### config.mk
export PLATFORM = sky130hd
export DESIGN_NAME = prm_ctrl
export DESIGN_NICKNAME = d
export VERILOG_FILES = /design/src/logic/prm_pkg.sv /design/src/logic/prm_sync.sv /design/src/logic/prm_standby.sv /design/src/logic/prm_ctrl.sv
export VERILOG_INCLUDE_DIRS = /design/src /design/src/logic
export SDC_FILE = /design/constraint.sdc
export NUM_CORES = 1
export LEC_CHECK = 0
export BUFFER_PORTS_ARGS = -buffer_cell sky130_fd_sc_hd__buf_2
export CAP_MARGIN = 20
export CORE_MARGIN = 2
export CORE_UTILIZATION = 45
export CTS_CLUSTER_SIZE = 16
export DETAILED_ROUTE_END_ITERATION = 7
export PLACE_DENSITY = 0.73
export SLEW_MARGIN = 20
export SYNTH_ARGS = -nofsm -noshare
export SYNTH_HDL_FRONTEND = slang
export SYNTH_HIERARCHICAL = 1
export SYNTH_SLANG_ARGS = --single-unit
### constraint.sdc
create_clock -name i_clk -period 6.52 [get_ports i_clk]
set_input_delay 1.304 -clock i_clk [delete_from_list [all_inputs] [get_ports i_clk]]
set_output_delay 1.304 -clock i_clk [all_outputs]
set_load 0.01 [all_outputs]
### src/logic/prm_defines.svh
// Purpose: Constants for the power reduction mode controller
// Assumes: 100 MHz system clock
// Notes: Times in ns, cycle counts derived from them
`ifndef PRM_DEFINES_SVH
`define PRM_DEFINES_SVH
`define PRM_CLK_PERIOD_NS 10
`define PRM_WAKE_MIN_NS 40
`define PRM_WAKE_MIN_CYC ((`PRM_WAKE_MIN_NS + `PRM_CLK_PERIOD_NS - 1) / `PRM_CLK_PERIOD_NS)
`define PRM_POWER_DOWN_CONFIG_BIT_BIT 5
`define PRM_NUM_FAST_IRQ 8
`define PRM_SYNC_STAGES 2
`define PRM_LP_DETECT_CYC 4
`endif

### src/logic/prm_pkg.sv
// Purpose: Types for the power reduction mode controller
// Assumes: Included defines header for numbers
// Notes: States Gray coded in declaration order, RUN through WAKE
package prm_pkg;
    // Mode states
    typedef enum logic [2:0] {
        PRM_RUN = 3'h0,
        PRM_DRAIN = 3'h1,
        PRM_IDLE = 3'h3,
        PRM_PD_PROT = 3'h2,
        PRM_PD_INT = 3'h6,
        PRM_WAKE = 3'h4
    } prm_state_e;

    // Clock and core control outputs
    typedef struct packed {
        logic cpu_halt;
        logic periph_clk_en;
        logic main_osc_en;
        logic rtc_run;
        logic rtc_ref_lp;
    } prm_clk_ctl_s;

    // Standby RAM controls
    typedef struct packed {
        logic ram_freeze;
        logic ram_on_standby_supply;
    } prm_ram_ctl_s;
endpackage : prm_pkg

### src/logic/prm_sync.sv
// Purpose: Two stage synchroniser for a vector of levels
// Assumes: Single clock, async low reset
// Notes: First stage is read only by the second stage
`timescale 1ns/1ns
module prm_sync #(
    parameter int WIDTH = 8
) (
    input wire logic i_clk,
    input wire logic i_rst_n,
    input wire logic [WIDTH-1:0] i_d,
    output logic [WIDTH-1:0] o_q
);
    // All state of this module
    typedef struct packed {
        logic [WIDTH-1:0] s1;
        logic [WIDTH-1:0] s2;
    } prm_sync_s;
    prm_sync_s st_r;
    prm_sync_s st_nxt;

    // Next state: shift through stages
    always_comb begin
        st_nxt.s1 = i_d;
        st_nxt.s2 = st_r.s1;
    end

    // State register
    always_ff @(posedge i_clk or negedge i_rst_n) begin
        if (!i_rst_n) begin
            st_r <= '0;
        end else begin
            st_r <= st_nxt;
        end
    end

    assign o_q = st_r.s2;
endmodule : prm_sync

### src/logic/prm_standby.sv
// Purpose: Standby RAM freeze and supply switching
// Assumes: Chip reset level and supply-low flag synchronous
// Notes: Freeze held through any reset until enable bit set
`timescale 1ns/1ns
`include "prm_defines.svh"
module prm_standby (
    input wire logic i_clk,
    input wire logic i_rst_n,
    input wire logic i_chip_reset,
    input wire logic i_standby_ram_enable_bit,
    input wire logic i_core_supply_low,
    output prm_pkg::prm_ram_ctl_s o_ram
);
    // All state of this module
    typedef struct packed {
        logic freeze;
        logic on_sb;
    } prm_sb_s;
    prm_sb_s st_r;
    prm_sb_s st_nxt;

    // Freeze and supply selection
    always_comb begin
        st_nxt = st_r;
        if (i_chip_reset || i_core_supply_low) begin
            st_nxt.on_sb = 1'b1;
        end else if (st_r.on_sb) begin
            st_nxt.on_sb = 1'b0;
        end
        if (i_chip_reset && !i_standby_ram_enable_bit) begin
            st_nxt.freeze = 1'b1;
        end else if (i_core_supply_low) begin
            st_nxt.freeze = 1'b1;
        end else if (i_standby_ram_enable_bit && !i_chip_reset) begin
            st_nxt.freeze = 1'b0;
        end else if (i_chip_reset) begin
            st_nxt.freeze = 1'b1;
        end
    end

    // State register, frozen out of reset
    always_ff @(posedge i_clk or negedge i_rst_n) begin
        if (!i_rst_n) begin
            st_r <= '{freeze: 1'b1, on_sb: 1'b1};
        end else begin
            st_r <= st_nxt;
        end
    end

    // Immediate freeze also combinational on reset entry with enable bit clear
    always_comb begin
        o_ram.ram_freeze = st_r.freeze | (i_chip_reset & ~i_standby_ram_enable_bit);
        o_ram.ram_on_standby_supply = st_r.on_sb;
    end
endmodule : prm_standby

### src/logic/prm_ctrl.sv
// Purpose: Power reduction mode control: idle, power-down, standby
// Assumes: All inputs synchronous to i_clk except wake sources
// Notes: Wake sources pass through a synchroniser before waking; entry check reads fast lines raw
//
// Overview of operation
// Idle halts CPU, peripherals keep running
// Power-down stops CPU and peripherals
// Finish outstanding bus cycles before entry
// Refuse entry if enabled wait handshake missed
// Any interrupt ends idle mode
// Power-down stops clock; only RTC may run
// Low-power oscillator present: stop main oscillator
// Detected low-power oscillator becomes permanent RTC reference; code drops it while i_lp_osc_disable is set
// Only main oscillator: keep it running
// Software sets regulator-off bit before power-down
// Config bit clear selects protected power-down
// Protected entry needs NMI low
// Protected mode leaves only by external reset
// Config bit set selects interruptible power-down
// Interruptible entry needs enabled fast inputs inactive
// Reset, fast interrupt, RTC, CAN, I2C wake
// Fast input must stay asserted 40 ns
// Reset with enable cleared freezes standby RAM
// RAM frozen after reset until enable set
// Low supply keeps RAM frozen regardless
// Reset release returns RAM to main supply
// Standby RTC runs only on low-power reference
// Synchronised wake sources restart clock first
`timescale 1ns/1ns
`include "prm_defines.svh"
module prm_ctrl #(
    parameter int NUM_FAST_IRQ = `PRM_NUM_FAST_IRQ,
    parameter int WAKE_MIN_CYC = `PRM_WAKE_MIN_CYC
) (
    input wire logic i_clk,
    input wire logic i_rst_n,
    input wire logic i_idle_instruction,
    input wire logic i_power_down_instruction,
    input wire logic [15:0] i_system_configuration_register,
    input wire logic i_main_regulator_off_bit,
    input wire logic i_bus_busy,
    input wire logic i_ready_enable,
    input wire logic i_ready_seen,
    input wire logic i_nmi_n,
    input wire logic i_irq_request,
    input wire logic i_return_from_interrupt_done,
    input wire logic [NUM_FAST_IRQ-1:0] i_fast_external_interrupt_input,
    input wire logic [NUM_FAST_IRQ-1:0] i_fast_irq_enable,
    input wire logic [NUM_FAST_IRQ-1:0] i_fast_irq_active_high,
    input wire logic i_rtc_irq,
    input wire logic i_can_wake,
    input wire logic i_i2c_wake,
    input wire logic i_rtc_enable,
    input wire logic i_lp_osc_running,
    input wire logic i_lp_osc_disable,
    input wire logic i_chip_reset,
    input wire logic i_standby_ram_enable_bit,
    input wire logic i_core_supply_low,
    output prm_pkg::prm_clk_ctl_s o_clk_ctl,
    output prm_pkg::prm_ram_ctl_s o_ram_ctl,
    output prm_pkg::prm_state_e o_state,
    output logic o_entry_refused,
    output logic o_resume_after_idle,
    output logic o_regulator_off_req
);
    // Parameter checks
    initial begin
        if (NUM_FAST_IRQ < 1 || NUM_FAST_IRQ > 16) begin
            $error("NUM_FAST_IRQ out of range");
        end
        if (WAKE_MIN_CYC < 1 || WAKE_MIN_CYC > 15) begin
            $error("WAKE_MIN_CYC out of range");
        end
    end

    // Reset release through two flops
    logic [1:0] rst_sync_r;
    logic rst_n;
    always_ff @(posedge i_clk or negedge i_rst_n) begin
        if (!i_rst_n) begin
            rst_sync_r <= 2'h0;
        end else begin
            rst_sync_r <= {rst_sync_r[0], 1'b1};
        end
    end
    assign rst_n = rst_sync_r[1];

    // Synchronised wake inputs: fast lines plus RTC, CAN, I2C
    localparam int NW = NUM_FAST_IRQ + 3;
    logic [NW-1:0] wake_raw;
    logic [NW-1:0] wake_sync;
    assign wake_raw = {i_rtc_irq, i_can_wake, i_i2c_wake, i_fast_external_interrupt_input};
    prm_sync #(.WIDTH(NW)) u_wake_sync (
        .i_clk(i_clk),
        .i_rst_n(rst_n),
        .i_d(wake_raw),
        .o_q(wake_sync)
    );

    // Per-line active level and enable
    logic [NUM_FAST_IRQ-1:0] fast_act;
    logic [NUM_FAST_IRQ-1:0] fast_act_now;
    genvar gi;
    generate
        for (gi = 0; gi < NUM_FAST_IRQ; gi++) begin : g_fast
            // Synchronised, enabled, polarity-corrected request
            assign fast_act[gi] = i_fast_irq_enable[gi] &
                (wake_sync[gi] ~^ i_fast_irq_active_high[gi]);
            // Raw level at entry check time
            assign fast_act_now[gi] = i_fast_irq_enable[gi] &
                (i_fast_external_interrupt_input[gi] ~^ i_fast_irq_active_high[gi]);
        end
    endgenerate

    // All state of the controller
    typedef struct packed {
        prm_pkg::prm_state_e state;
        logic pend_pd;
        logic refused;
        logic resume;
        logic lp_ref;
        logic [3:0] lp_cnt;
        logic [NUM_FAST_IRQ-1:0][3:0] hold_cnt;
    } prm_ctrl_s;
    prm_ctrl_s st_r;
    prm_ctrl_s st_nxt;

    // Entry and wake qualification signals
    logic pwd_interruptible;
    logic handshake_bad;
    logic fast_wake;
    logic other_wake;
    assign pwd_interruptible = i_system_configuration_register[`PRM_POWER_DOWN_CONFIG_BIT_BIT];
    assign handshake_bad = i_ready_enable & ~i_ready_seen;
    assign other_wake = wake_sync[NW-1] | wake_sync[NW-2] | wake_sync[NW-3];

    // A fast line must be held long enough to count
    always_comb begin
        fast_wake = 1'b0;
        for (int k = 0; k < NUM_FAST_IRQ; k++) begin
            if (st_r.hold_cnt[k] >= 4'(WAKE_MIN_CYC)) begin
                fast_wake = 1'b1;
            end
        end
    end

    // Next-state logic
    always_comb begin
        st_nxt = st_r;
        st_nxt.refused = 1'b0;
        st_nxt.resume = 1'b0;
        // Hold counters for fast lines
        for (int k = 0; k < NUM_FAST_IRQ; k++) begin
            if (!fast_act[k]) begin
                st_nxt.hold_cnt[k] = 4'h0;
            end else if (st_r.hold_cnt[k] != 4'hf) begin
                st_nxt.hold_cnt[k] = st_r.hold_cnt[k] + 4'h1;
            end
        end
        // Low-power oscillator detection, kept until disabled
        if (i_lp_osc_disable) begin
            st_nxt.lp_ref = 1'b0;
            st_nxt.lp_cnt = 4'h0;
        end else if (!st_r.lp_ref) begin
            if (!i_lp_osc_running) begin
                st_nxt.lp_cnt = 4'h0;
            end else if (st_r.lp_cnt == 4'(`PRM_LP_DETECT_CYC)) begin
                st_nxt.lp_ref = 1'b1;
            end else begin
                st_nxt.lp_cnt = st_r.lp_cnt + 4'h1;
            end
        end
        unique case (st_r.state)
            prm_pkg::PRM_RUN: begin
                if (i_idle_instruction || i_power_down_instruction) begin
                    if (handshake_bad) begin
                        st_nxt.refused = 1'b1;
                    end else if (i_power_down_instruction && !pwd_interruptible &&
                                 i_nmi_n) begin
                        st_nxt.refused = 1'b1;
                    end else if (i_power_down_instruction && pwd_interruptible &&
                                 (|fast_act_now)) begin
                        st_nxt.refused = 1'b1;
                    end else begin
                        st_nxt.pend_pd = i_power_down_instruction;
                        st_nxt.state = prm_pkg::PRM_DRAIN;
                    end
                end
            end
            prm_pkg::PRM_DRAIN: begin
                if (!i_bus_busy) begin
                    if (!st_r.pend_pd) begin
                        st_nxt.state = prm_pkg::PRM_IDLE;
                    end else if (pwd_interruptible) begin
                        st_nxt.state = prm_pkg::PRM_PD_INT;
                    end else begin
                        st_nxt.state = prm_pkg::PRM_PD_PROT;
                    end
                end
            end
            prm_pkg::PRM_IDLE: begin
                if (i_irq_request) begin
                    st_nxt.state = prm_pkg::PRM_WAKE;
                end
            end
            prm_pkg::PRM_PD_PROT: begin
                st_nxt.state = prm_pkg::PRM_PD_PROT;
            end
            prm_pkg::PRM_PD_INT: begin
                if (fast_wake || other_wake) begin
                    st_nxt.state = prm_pkg::PRM_WAKE;
                end
            end
            prm_pkg::PRM_WAKE: begin
                if (!st_r.pend_pd || i_return_from_interrupt_done || st_r.pend_pd) begin
                    st_nxt.state = prm_pkg::PRM_RUN;
                    st_nxt.resume = ~st_r.pend_pd;
                    st_nxt.pend_pd = 1'b0;
                end
            end
            default: begin
                st_nxt.state = prm_pkg::PRM_RUN;
            end
        endcase
    end

    // State register
    always_ff @(posedge i_clk or negedge rst_n) begin
        if (!rst_n) begin
            st_r <= '0;
        end else begin
            st_r <= st_nxt;
        end
    end

    // Clock control decode
    logic in_pd;
    assign in_pd = (st_r.state == prm_pkg::PRM_PD_PROT) || (st_r.state == prm_pkg::PRM_PD_INT);
    always_comb begin
        o_clk_ctl.cpu_halt = (st_r.state != prm_pkg::PRM_RUN) &&
                             (st_r.state != prm_pkg::PRM_DRAIN);
        o_clk_ctl.periph_clk_en = ~in_pd;
        o_clk_ctl.main_osc_en = ~in_pd | (i_rtc_enable & ~st_r.lp_ref);
        o_clk_ctl.rtc_run = i_rtc_enable &
            (st_r.lp_ref | ~i_chip_reset);
        o_clk_ctl.rtc_ref_lp = st_r.lp_ref;
    end

    // Standby RAM handling
    prm_standby u_standby (
        .i_clk(i_clk),
        .i_rst_n(rst_n),
        .i_chip_reset(i_chip_reset),
        .i_standby_ram_enable_bit(i_standby_ram_enable_bit),
        .i_core_supply_low(i_core_supply_low),
        .o_ram(o_ram_ctl)
    );

    assign o_state = st_r.state;
    assign o_entry_refused = st_r.refused;
    assign o_resume_after_idle = st_r.resume;
    // Regulator-off request during power-down, if software armed it
    assign o_regulator_off_req = in_pd & i_main_regulator_off_bit;
endmodule : prm_ctrl

-- Word level (Yosys, flattened, before mapping)
Index checks and enable logic that the tools add are counted.
- register bits after elaboration: 69
- bits in latches: 0
- bits in writable memories: 0
- memory bits (read-only): 0
- input port bits: 60
- word-level logic and storage cells: 195
- memories kept: 0
- $add $sub $neg: 9
- multipliers: 0
- div/mod/pow operators: 0
- order comparisons: 8
- eq/ne operators: 33
- shift-type cells: 0
- mux-type cells: 53
- bitwise gates (word level): 48
- reductions and logical operators: 25
- operator list (operator ; number):
    4-bit 2-to-1 mux ; 22
    4-bit by 1-bit adder with 4-bit output (second input constant) ; 9
    4-bit by 3-bit >= comparator with 1-bit output (second input constant) ; 8
    4-bit != test (second input constant) ; 8
    1-bit AND ; 21
    1-bit 2-to-1 mux ; 21
    2-bit != test (second input constant) ; 9
    3-bit one-hot mux with 6 select lines ; 1
    2-bit by 1-bit != test with 1-bit output (second input constant) ; 8
    1-bit XNOR ; 16
    3-bit 2-to-1 mux ; 5
    5-bit 2-to-1 mux ; 3
    8-bit AND reduction ; 1
    8-bit OR reduction ; 1
    1-bit logical AND ; 7
    3-bit by 2-bit == test with 1-bit output (second input constant) ; 2
    3-bit == test (second input constant) ; 2
    1-bit logical OR ; 6
    1-bit NOT ; 6
    6-bit AND reduction ; 1
    1-bit OR ; 5
    4-bit by 3-bit == test with 1-bit output (second input constant) ; 1
    1-bit logical NOT ; 4
    4-bit nonzero test ; 1
    8 further kinds ; 8

-- Longest topological paths before layout
Gate-level depths: netlist of run 1.
- depth after elaboration: 12
- gate-level depth with buffers: 7

-- By module
The synthesis of run 1 kept the hierarchy.
- modules (own cells, without submodules) (module ; times used ; cells an instance ; area an instance (um^2) ; sequential area each (um^2)):
    prm_ctrl ; 1 ; 257 ; 2424.8 ; 1126.1
    prm_sync ; 1 ; 22 ; 550.5 ; 550.5
    prm_standby ; 1 ; 13 ; 136.4 ; 52.6

-- Least setup slack after synthesis of run 1
OpenSTA, ideal clock, no wires.
- path type: in2out
- start: input port i_standby_ram_enable_bit
- end: output port o_ram_ctl[1] (netlist bit)
- arrival time: 1824 ps
- data required time: 5216 ps
- slack: 3392 ps
- stages on the path: 3
- path buffers: 0
- cell sequence: inv_1 ha_1 or2_2
- RTL lines (item ; RTL line ; RTL):
    from (decl) ; prm_ctrl.sv:57 ; input wire logic i_standby_ram_enable_bit,
    to (decl) ; prm_ctrl.sv:60 ; output prm_pkg::prm_ram_ctl_s o_ram_ctl,

==> impl_metrics.ini, run 1 <==
[status]
status = completed

[setup_path]
worst_r2r_endpoint = st_r[32]$_DFFE_PN0P_
cp_slowest_cell = or2_2
rr_worst_depth = 5
path_cells = buf_2 -> ha_1 -> or2_2 -> buf_2
cpMostUsedCell = buf_2
critPathArrivalTime_ps = 2080
worstSetupEndpoint = o_ram_ctl[1]
r2r_setup_slack_ps = 4980
critPathMaxFanout = 5
start_kind = input pin
cp.required_ps = 5220
timing.rr.start = st_r[32]$_DFFE_PN0P_
critical_path_class = in -> out
max_stage_delay_ps = 290
crit_start = i_chip_reset
endpoint_kind = output pin

[timing]
finalHoldViolCount = 0
rsz0062_at_grt = no
setup_viol = 0
worst_pin_slew_ps = 825
min_period_ps = 3380
maxClockFrequency_mhz = 295
fin_tns_setup_ps = 0
slew_viol_final = 0
holdWs_ps = 343
finClkSkew_ps = 6.55
timing.final.ws_setup_ps = 3140
relSlewSlack_pct = 45.0
period_share_pct = 51.9

[clocking]
post_cts_buffers = 0
cts_root_buffer = clkbuf_8
cts-resized-gates = 0
cts_buffers = 9
holdBufCountCts = 0
cts_tree = built
worstSkewPairLatency_ps = 340
clkSlewWorstSetupHoldPaths_ps = 70
cts_num_sinks = 69
cts_max_path_buffers = 2
h-tree-depth = 3

[yosys]
avgSynthCellArea_um2 = 10.7
synth.mux.area_fraction_pct = 2.94
synthArstFlopShare_pct = 100
synthXorXnorAreaFrac_pct = 7.04
synth-edff-count = 0
synth_compound_area_share_pct = 8.36
yosysWarnings = 6
synth-main-ff-cell = dfrtp_1
synthAdderAreaFrac_pct = 4.83
synthSimpleGateAreaFrac_pct = 18.7
synthCells = 292
synth_top_family_by_area = simple AND/OR/NAND/NOR gates
synth_fp_nets = 364
ys_seq_elements = 69
seq_area_frac_synth_pct = 55.6
synth.distinct_cells = 40
netlist_area_mm2 = 0.00311

[floorplan]
core_region_area_mm2 = 0.00676
rows = 30
die_area_mm2 = 0.00760
ioPinCount = 73
start_util_pct = 46.1
die_x_um = 87.2
fp.dieH_um = 87.2

[detailed_routing]
wl_um = 5950
ant_nets = 0
route.detailed.drc = 0
first_pass_iters = 5
wl_per_cell_um = 13.5
vias = 2296
vias_per_cell = 5.23
drt_iter0_drc = 112

[grt]
grt_max_degree = 68
grt_use_total_pct = 16.4
grt_pass1_wl_um = 9400
antenna_found_initial = 0
grt_pass1_vias = 2093
overflow = 0

[final_layout]
drive_above_1_share_pct = 22.3
design_area_mm2 = 0.00368
fin_nets = 426
syn_to_final_growth_pct = 18.4
num_antenna_cells = 0
fillers = 596

[place]
portBuffers = 56
preCtsSetupSlack_ps = 3130
dp_hpwl_um = 4230
gp_congestion = 0.792
dpl_cell_area_mm2 = 0.00346

[power]
power_density_mw_per_mm2 = 278
peakVddDrop_mv = 0.176
p_leak_nw = 1.75

[worst_hold_path]
min_path_type = reg -> reg
hp-start = u_wake_sync/st_nxt[5]$_DFF_PN0_

[flow_run]
maxCapViolations = 0
-- registers in the layout, indices dropped and copies added (netlist names), 2 cells and up --
register and count:
st_r 37, u_wake_sync/o_q 11, u_wake_sync/st_nxt 11, o_state 3, rst_sync_r 2
-- worst min path at each step --
stage | end | slack, ps | cells after the start
after floorplan | rst_sync_r[1]$_DFF_PN0_ | 330 | 0
after global placement | u_wake_sync/o_q[6]$_DFF_PN0_ | 330 | 0
after CTS | u_wake_sync/o_q[5]$_DFF_PN0_ | 350 | 0
after detailed placement | u_wake_sync/o_q[4]$_DFF_PN0_ | 340 | 0
after global routing | u_wake_sync/o_q[4]$_DFF_PN0_ | 360 | 0
final | u_wake_sync/o_q[5]$_DFF_PN0_ | 340 | 0
-- per-layer routing --
layer	wire [um]	part of all wire [%]	global-route usage, %	vias up
li1	-	-	-	1134
met1	2680	45	20.5	1101
met2	2890	49	26.7	51
met3	261	4.4	3.70	10
met4	112	1.9	8.67	0
met5	0	0	0	-
-- through the flow --
step                power [mW]  utilization, %  instances
global placement         0.636            51.2        423
CTS                       1.03            54.5        439
detailed placement       0.641            51.2        423
finish                    1.02            54.5        439
floorplan                0.591               -        292
global route              1.08            54.5        439
-- report_power, final --
| part | internal (mW) | total [mW] | switching [mW] |
|---|---|---|---|
| clock | 0.235 | 0.390 | 0.155 |
| combinational | 0.0685 | 0.147 | 0.0787 |
| sequential | 0.456 | 0.486 | 0.0297 |
-- worst max-delay path, delay by kind of cell --
family / cells / cell delay [ps]
and+or+nand+nor: 1 / 290
adders and majority gates: 1 / 220
buffers and inverters: 2 / 270
-- synthesized netlist by cell type, types with 2 or more instances --
cell / n / share of area (%)
nand2_1: 25 / 3.0
dfstp_2: 2 / 1.7
o21a_1: 4 / 0.97
a22oi_1: 5 / 1.2
mux2i_1: 8 / 2.6
nor4_1: 4 / 0.80
nor2_1: 39 / 4.7
a21oi_1: 6 / 0.97
xnor2_1: 25 / 7.0
ha_1: 12 / 4.8
nand3_1: 17 / 2.7
buf_4: 5 / 1.2
nor3_1: 17 / 2.7
a22o_1: 2 / 0.56
dfrtp_1: 67 / 54
inv_1: 8 / 0.97
or2_2: 2 / 0.40
a31oi_1: 8 / 1.6
nor3b_1: 9 / 2.2
nor2b_1: 2 / 0.40
nand4_1: 2 / 0.40
o21ai_0: 5 / 0.80
-- cell usage in the layout, fill, tap and decap left out, types with 5 or more instances in the layout --
master,instances
a21oi_1,6
dfrtp_1,66
a31oi_1,8
nand3_1,17
ha_1,12
nor3_1,17
nor2_1,39
inv_1,8
nand2_1,25
xnor2_1,25
buf_2,56
a22oi_1,5
o21ai_0,5
nor3b_1,9
mux2i_1,8
clkbuf_8,11
-- final cells by class --
class,instances,area [um^2],area share [%]
sequential,69,1730,47.0
multi-input combinational,208,1310,35.5
timing repair buffer,57,288,7.81
clock buffer,12,155,4.21
tap,80,100,2.72
clock inverter,4,70.1,1.90
inverter,9,33.8,0.917
-- cells by family (layout without fill, tap and decap cells) --
family / count (synthesis) / in the layout
simple gates: 123 / 123
xor+xnor: 25 / 25
fa+ha+maj: 12 / 12
compound gates: 38 / 38
mux: 9 / 9
other cells: 1 / 1
flops: 69 / 69
buf+inv: 15 / 82
(Power assumes the default switching activity.)
==> inputs of run 2 (changes only) <==
--- a/config.mk
+++ b/config.mk
@@ -6,13 +6,14 @@
 export SDC_FILE = /design/constraint.sdc
 export NUM_CORES = 1
 export LEC_CHECK = 0
+export ABC_AREA = 1
 export BUFFER_PORTS_ARGS = -buffer_cell sky130_fd_sc_hd__buf_2
 export CAP_MARGIN = 20
 export CORE_MARGIN = 2
 export CORE_UTILIZATION = 45
 export CTS_CLUSTER_SIZE = 16
 export DETAILED_ROUTE_END_ITERATION = 7
-export PLACE_DENSITY = 0.73
+export PLACE_DENSITY = 0.72
 export SLEW_MARGIN = 20
 export SYNTH_ARGS = -nofsm -noshare
 export SYNTH_HDL_FRONTEND = slang
==> constraint.sdc (replaced) <==
create_clock -name i_clk -period 3.2 [get_ports i_clk]
set_input_delay 0.64 -clock i_clk [delete_from_list [all_inputs] [get_ports i_clk]]
set_output_delay 0.64 -clock i_clk [all_outputs]
set_load 0.01 [all_outputs]
==> impl_metrics.ini, run 2 <==
[yosys]
synth.distinct_cells = 29
netlist_area_mm2 = 0.00331
synthArstFlopShare_pct = 100
seq_area_frac_synth_pct = 52.3
synth_fp_nets = 466
synth_top_cell_by_area = dfrtp_1
yosysMostFrequentCell = dfrtp_1
ys_seq_elements = 69
yosysWarnings = 6
avgSynthCellArea_um2 = 8.39
synth_top_area_share_pct = 50.7
synth-edff-count = 0
synthTopCellsByCount = 67 x dfrtp_1, 66 x nand2_1, 64 x inv_1, 64 x nor2_1, 28 x nand3_1
synthCells = 394
synthTopCellsByArea = dfrtp_1 51%, nand2_1 7.5%, inv_1 7.3%, nor2_1 7.3%, ha_1 4.5%
synth-main-ff-cell = dfrtp_1

[clocking]
worstSkewPairLatency_ps = 350
cts_max_path_buffers = 2
cts_root_buffer = clkbuf_8
cts_tree = built
cts_num_sinks = 69
cts_buffers = 9
h-tree-depth = 3
post_cts_buffers = 0
clkSlewWorstSetupHoldPaths_ps = 60
cts-resized-gates = 0
holdBufCountCts = 0

[power]
peakVddDrop_mv = 0.407
power_density_mw_per_mm2 = 589
power.total_mw = 2.32
p_int_mw = 1.68
p_sw_share_pct = 27.5
switching_power_mw = 0.638
p_clk_share_pct = 38.7
p_leak_nw = 2.05
comb_power_share_pct = 18.3
power_frac_seq_pct = 43.0

[timing]
min_period_ps = 2050
maxClockFrequency_mhz = 488
relSlewSlack_pct = 58.3
fin_tns_setup_ps = 0
finClkSkew_ps = 7.71
setup_viol = 0
worst_pin_slew_ps = 625
slew_viol_final = 0
finalHoldViolCount = 0
rsz0062_at_grt = no
holdWs_ps = 72.4
period_share_pct = 64.0

[detailed_routing]
vias_per_cell = 4.70
wl_per_cell_um = 11.1
drt_iter0_drc = 111
wl_um = 6210
vias = 2636
ant_nets = 0
first_pass_iters = 4
route.detailed.drc = 0

[grt]
use_met1_pct = 20.2
gr-usage-met2_pct = 28.9
grt_max_degree = 53
grtUsageMet3_pct = 3.27
gr-max-usage-layer = met2
grt_pass1_wl_um = 11100
antenna_found_initial = 0
overflow = 0
grt_use_total_pct = 16.8
grt_pass1_vias = 2644

[final_layout]
top_register = st_r
regArea_mm2 = 0.00173
final_cell_mix = 66 x nand2_1, 66 x dfrtp_1, 64 x inv_1, 64 x nor2_1, 56 x buf_2
fillers = 671
syn_to_final_growth_pct = 19.2
drive_above_1_share_pct = 19.3
largest_register_ff_count = 37
num_antenna_cells = 0
multi_input_area_mm2 = 0.00129
fin_nets = 529

[status]
status = completed

[setup_path]
cp.required_ps = 2560
endpoint_kind = output pin
critPathMaxFanout = 4
critPathArrivalTime_ps = 1410
critical_path_class = in -> out
start_kind = input pin

[worst_hold_path]
min_path_type = in -> async

[floorplan]
die_x_um = 89.7
core_region_area_mm2 = 0.00718
ioPinCount = 73
rows = 31
die_area_mm2 = 0.00805
fp.dieH_um = 89.7
start_util_pct = 46.1

[place]
dp_hpwl_um = 4740
portBuffers = 56
gp_congestion = 0.833

[flow_run]
maxCapViolations = 0
run 2: cell types whose count changed in the layout (fill, tap and decap cells not counted), sizes merged, moves of 9 or more:
cell / previous run / this run
a21oi: 6 / 16
inv: 9 / 66
nand3: 17 / 29
nand2: 25 / 67
nor3b: 9 / 0
o21ai: 6 / 22
xnor2: 25 / 0
nor2: 39 / 69
run 2: worst paths after layout:
check                      slack, ps  cells after the start                           end                            start
hold reg to reg                  170                      0  u_wake_sync/o_q[3]$_DFF_PN0_          rst_sync_r[1]$_DFF_PN0_
setup / recovery                1150                      4                  o_ram_ctl[1]                     i_chip_reset
hold / removal                    70                      1       rst_sync_r[1]$_DFF_PN0_                          i_rst_n
setup reg to reg                1820                      9        o_state[0]$_DFFE_PN0P_           o_state[1]$_DFFE_PN0P_
max in group asynchronous       2090                      1           st_r[7]$_DFFE_PN0P_          rst_sync_r[1]$_DFF_PN0_
min in group i_clk               350                      0  u_wake_sync/o_q[8]$_DFF_PN0_  u_wake_sync/st_nxt[8]$_DFF_PN0_
run 2: critical path, stage by stage:
cell and delay, ps:
buf_2 130, ha_1 210, or2_2 290, buf_2 140
run 2: final cells by class:
class                   instances  area share, %
clock buffers                  13           4.29
clock inverters                 3           2.29
inverters                      66           6.29
multi-input cells             254           32.8
flip-flops and latches         69           43.9
well taps                      99           3.14
repair buffers                 57           7.30
run 2: power groups by stage:
stage	registers [mW]	clock network, mW	logic, mW
after floorplan	1.01	0	0.301
after global placement	1.01	0	0.413
after detailed placement	1.01	0	0.424
after CTS	0.998	0.921	0.428
after global routing	1.01	0.958	0.484
final	0.998	0.899	0.424
run 2: stage by stage:
stage          instances  util, %  cell area [um^2]  setup slack (ps)
6_report             561     54.9              3940              1150
3_5_place_dp         545     51.3              3680              1150
5_1_grt              561     54.9              3940              1070
2_1_floorplan        394        -              3310              1140
3_3_place_gp         545     51.3              3680              1170
4_1_cts              561     54.9              3940              1150
run 2: cells by family (layout without fill, tap and decap cells):
| family | after synthesis | count (layout) | share of synthesized area [%] |
|---|---|---|---|
| and+or+nand+nor | 184 | 184 | 23.7 |
| buffers and inverters | 71 | 139 | 8.63 |
| DFF | 69 | 69 | 52.3 |
| AOI/OAI and AO/OA | 52 | 52 | 9.43 |
| adders and majority gates | 12 | 12 | 4.54 |
| xor gates and xnor gates | 5 | 5 | 1.32 |
| other | 1 | 1 | 0.113 |
run 2: routing by layer:
layer | vias to the layer above | share of wire [%]
met5 | - | 0
met4 | 0 | 2.4
met3 | 11 | 3.1
met2 | 38 | 50
met1 | 1210 | 45
li1 | 1377 | -
==> inputs of run 3 (changes only) <==
--- a/config.mk
+++ b/config.mk
@@ -6,14 +6,14 @@
 export SDC_FILE = /design/constraint.sdc
 export NUM_CORES = 1
 export LEC_CHECK = 0
-export ABC_AREA = 1
+export ABC_AREA = 0
 export BUFFER_PORTS_ARGS = -buffer_cell sky130_fd_sc_hd__buf_2
 export CAP_MARGIN = 20
 export CORE_MARGIN = 2
 export CORE_UTILIZATION = 45
 export CTS_CLUSTER_SIZE = 16
 export DETAILED_ROUTE_END_ITERATION = 7
-export PLACE_DENSITY = 0.72
+export PLACE_DENSITY = 0.73
 export SLEW_MARGIN = 20
 export SYNTH_ARGS = -nofsm -noshare
 export SYNTH_HDL_FRONTEND = slang
==> constraint.sdc (replaced) <==
create_clock -name i_clk -period 2.03 [get_ports i_clk]
set_input_delay 0.406 -clock i_clk [delete_from_list [all_inputs] [get_ports i_clk]]
set_output_delay 0.406 -clock i_clk [all_outputs]
set_load 0.01 [all_outputs]
==> impl_metrics.ini, run 3 (same netlist as run 1, synthesis figures left out) <==
[final_layout]
final_common_cell = dfrtp_1
post-route-util_pct = 54.3
num_antenna_cells = 0
fin_nets = 428
regArea_mm2 = 0.00173
syn_to_final_growth_pct = 17.9
top_register = st_r
fin_cells = 441
design_area_mm2 = 0.00367
fillers = 598
final_cell_mix = 66 x dfrtp_1, 56 x buf_2, 39 x nor2_1
multi_input_area_mm2 = 0.00131
drive_above_1_share_pct = 22.2
largest_register_ff_count = 37

[place]
portBuffers = 56
dpl_cell_area_mm2 = 0.00348
placedCellCount = 424
preCtsSetupSlack_ps = 219
gp_congestion = 0.800
dp_hpwl_um = 4180

[floorplan]
die_area_mm2 = 0.00760
rows = 30
core_region_area_mm2 = 0.00676
fp.dieH_um = 87.2
start_util_pct = 46.1
die_x_um = 87.2
ioPinCount = 73

[detailed_routing]
first_pass_iters = 4
drt_iter0_drc = 149
route.detailed.drc = 0
wl_per_cell_um = 12.3
vias_per_cell = 5.20
ant_nets = 0
vias = 2294
wl_um = 5410

[worst_hold_path]
min_path_type = in -> reg

[timing]
worst_pin_slew_ps = 590
finClkSkew_ps = 8.09
period_share_pct = 88.8
relSlewSlack_pct = 60.7
slew_viol_final = 0
fin_tns_setup_ps = 0
min_period_ps = 1800
rsz0062_at_grt = no
timing.final.ws_setup_ps = 227
finalHoldViolCount = 0
setup_viol = 0
maxClockFrequency_mhz = 555

[clocking]
h-tree-depth = 3
worstSkewPairLatency_ps = 330
clkSlewWorstSetupHoldPaths_ps = 60
cts_max_path_buffers = 2
cts_tree = built
cts_root_buffer = clkbuf_8
cts-resized-gates = 0
cts_buffers = 9
cts_num_sinks = 69

[status]
status = completed

[setup_path]
critical_path_class = reg -> out
critPathMaxFanout = 9
crit_start = o_state[1]$_DFFE_PN0P_
r2r_setup_slack_ps = 560
rr_worst_depth = 5
worst_r2r_endpoint = st_r[32]$_DFFE_PN0P_
start_kind = flip-flop
timing.rr.start = st_r[32]$_DFFE_PN0P_
endpoint_kind = output pin
worstSetupEndpoint = o_clk_ctl[2]
cp.required_ps = 1620
critPathArrivalTime_ps = 1400

[grt]
grt_use_total_pct = 15.8
grt_pass1_wl_um = 9190
grt_max_degree = 33
antenna_found_initial = 0
grt_pass1_vias = 2134
overflow = 0

[power]
p_leak_nw = 1.74
peakVddDrop_mv = 0.488
power_density_mw_per_mm2 = 822

[flow_run]
maxCapViolations = 0
-- run 3: changes by cell type in the layout (fill, tap and decap cells not counted), sizes merged, moves of 10 or more --
cell and change:
nand2 -42, inv -57, nor2 -30, xnor2 +25, nand3 -12, a21oi -10, o21ai -16
-- run 3: report_power, final --
part / switching (mW) / internal (mW) / total (mW)
clock: 0.476 / 0.509 / 0.985
sequential: 0.101 / 1.47 / 1.57
combinational: 0.239 / 0.225 / 0.464
-- run 3: through the flow --
step           total power [mW]  hold WS [ps]
3_3_place_gp               2.05           192
4_1_cts                    3.06           160
2_1_floorplan              1.90           110
5_1_grt                    3.20           148
3_5_place_dp               2.06           192
6_report                   3.02           179
-- run 3: layout make-up --
type	count	share of cell area [%]
multi-input cells	208	35.6
inverters	9	0.921
flip-flops and latches	69	47.2
clock buffers	13	4.33
well taps	80	2.73
clock inverters	3	0.546
repair buffers	59	8.66
-- run 3: repair_timing --
action | 4_1_cts | 5_1_grt
hold buffers | 1 | 0
hold endpoints to repair | 2 | 0
setup buffers | 0 | 0
-- run 3: per-layer routing --
| metal | share of wire (%) | GRT usage [%] | wire length, um | up-vias |
|---|---|---|---|---|
| li1 | - | - | - | 1144 |
| met1 | 46 | 20.1 | 2500 | 1103 |
| met2 | 48 | 24.9 | 2570 | 40 |
| met3 | 5.0 | 6.26 | 271 | 7 |
| met4 | 1.3 | 5.03 | 70 | 0 |
| met5 | 0 | 0 | 0 | - |
-- run 3: critical path: stages (launching register included) --
cell	delay [ps]
dfrtp_1	460
nor2b_1	320
o21ai_0	130
buf_2	160
-- run 3: worst min-delay path by stage --
stage	depth (start not counted)	slack, ps	from	endpoint
after detailed placement	1	190	i_rst_n	rst_sync_r[0]$_DFF_PN0_
after global placement	1	190	i_rst_n	rst_sync_r[0]$_DFF_PN0_
after global routing	1	150	i_can_wake	u_wake_sync/st_nxt[9]$_DFF_PN0_
after floorplan	0	110	i_rst_n	rst_sync_r[0]$_DFF_PN0_
after CTS	1	160	i_can_wake	u_wake_sync/st_nxt[9]$_DFF_PN0_
final	1	180	i_can_wake	u_wake_sync/st_nxt[9]$_DFF_PN0_
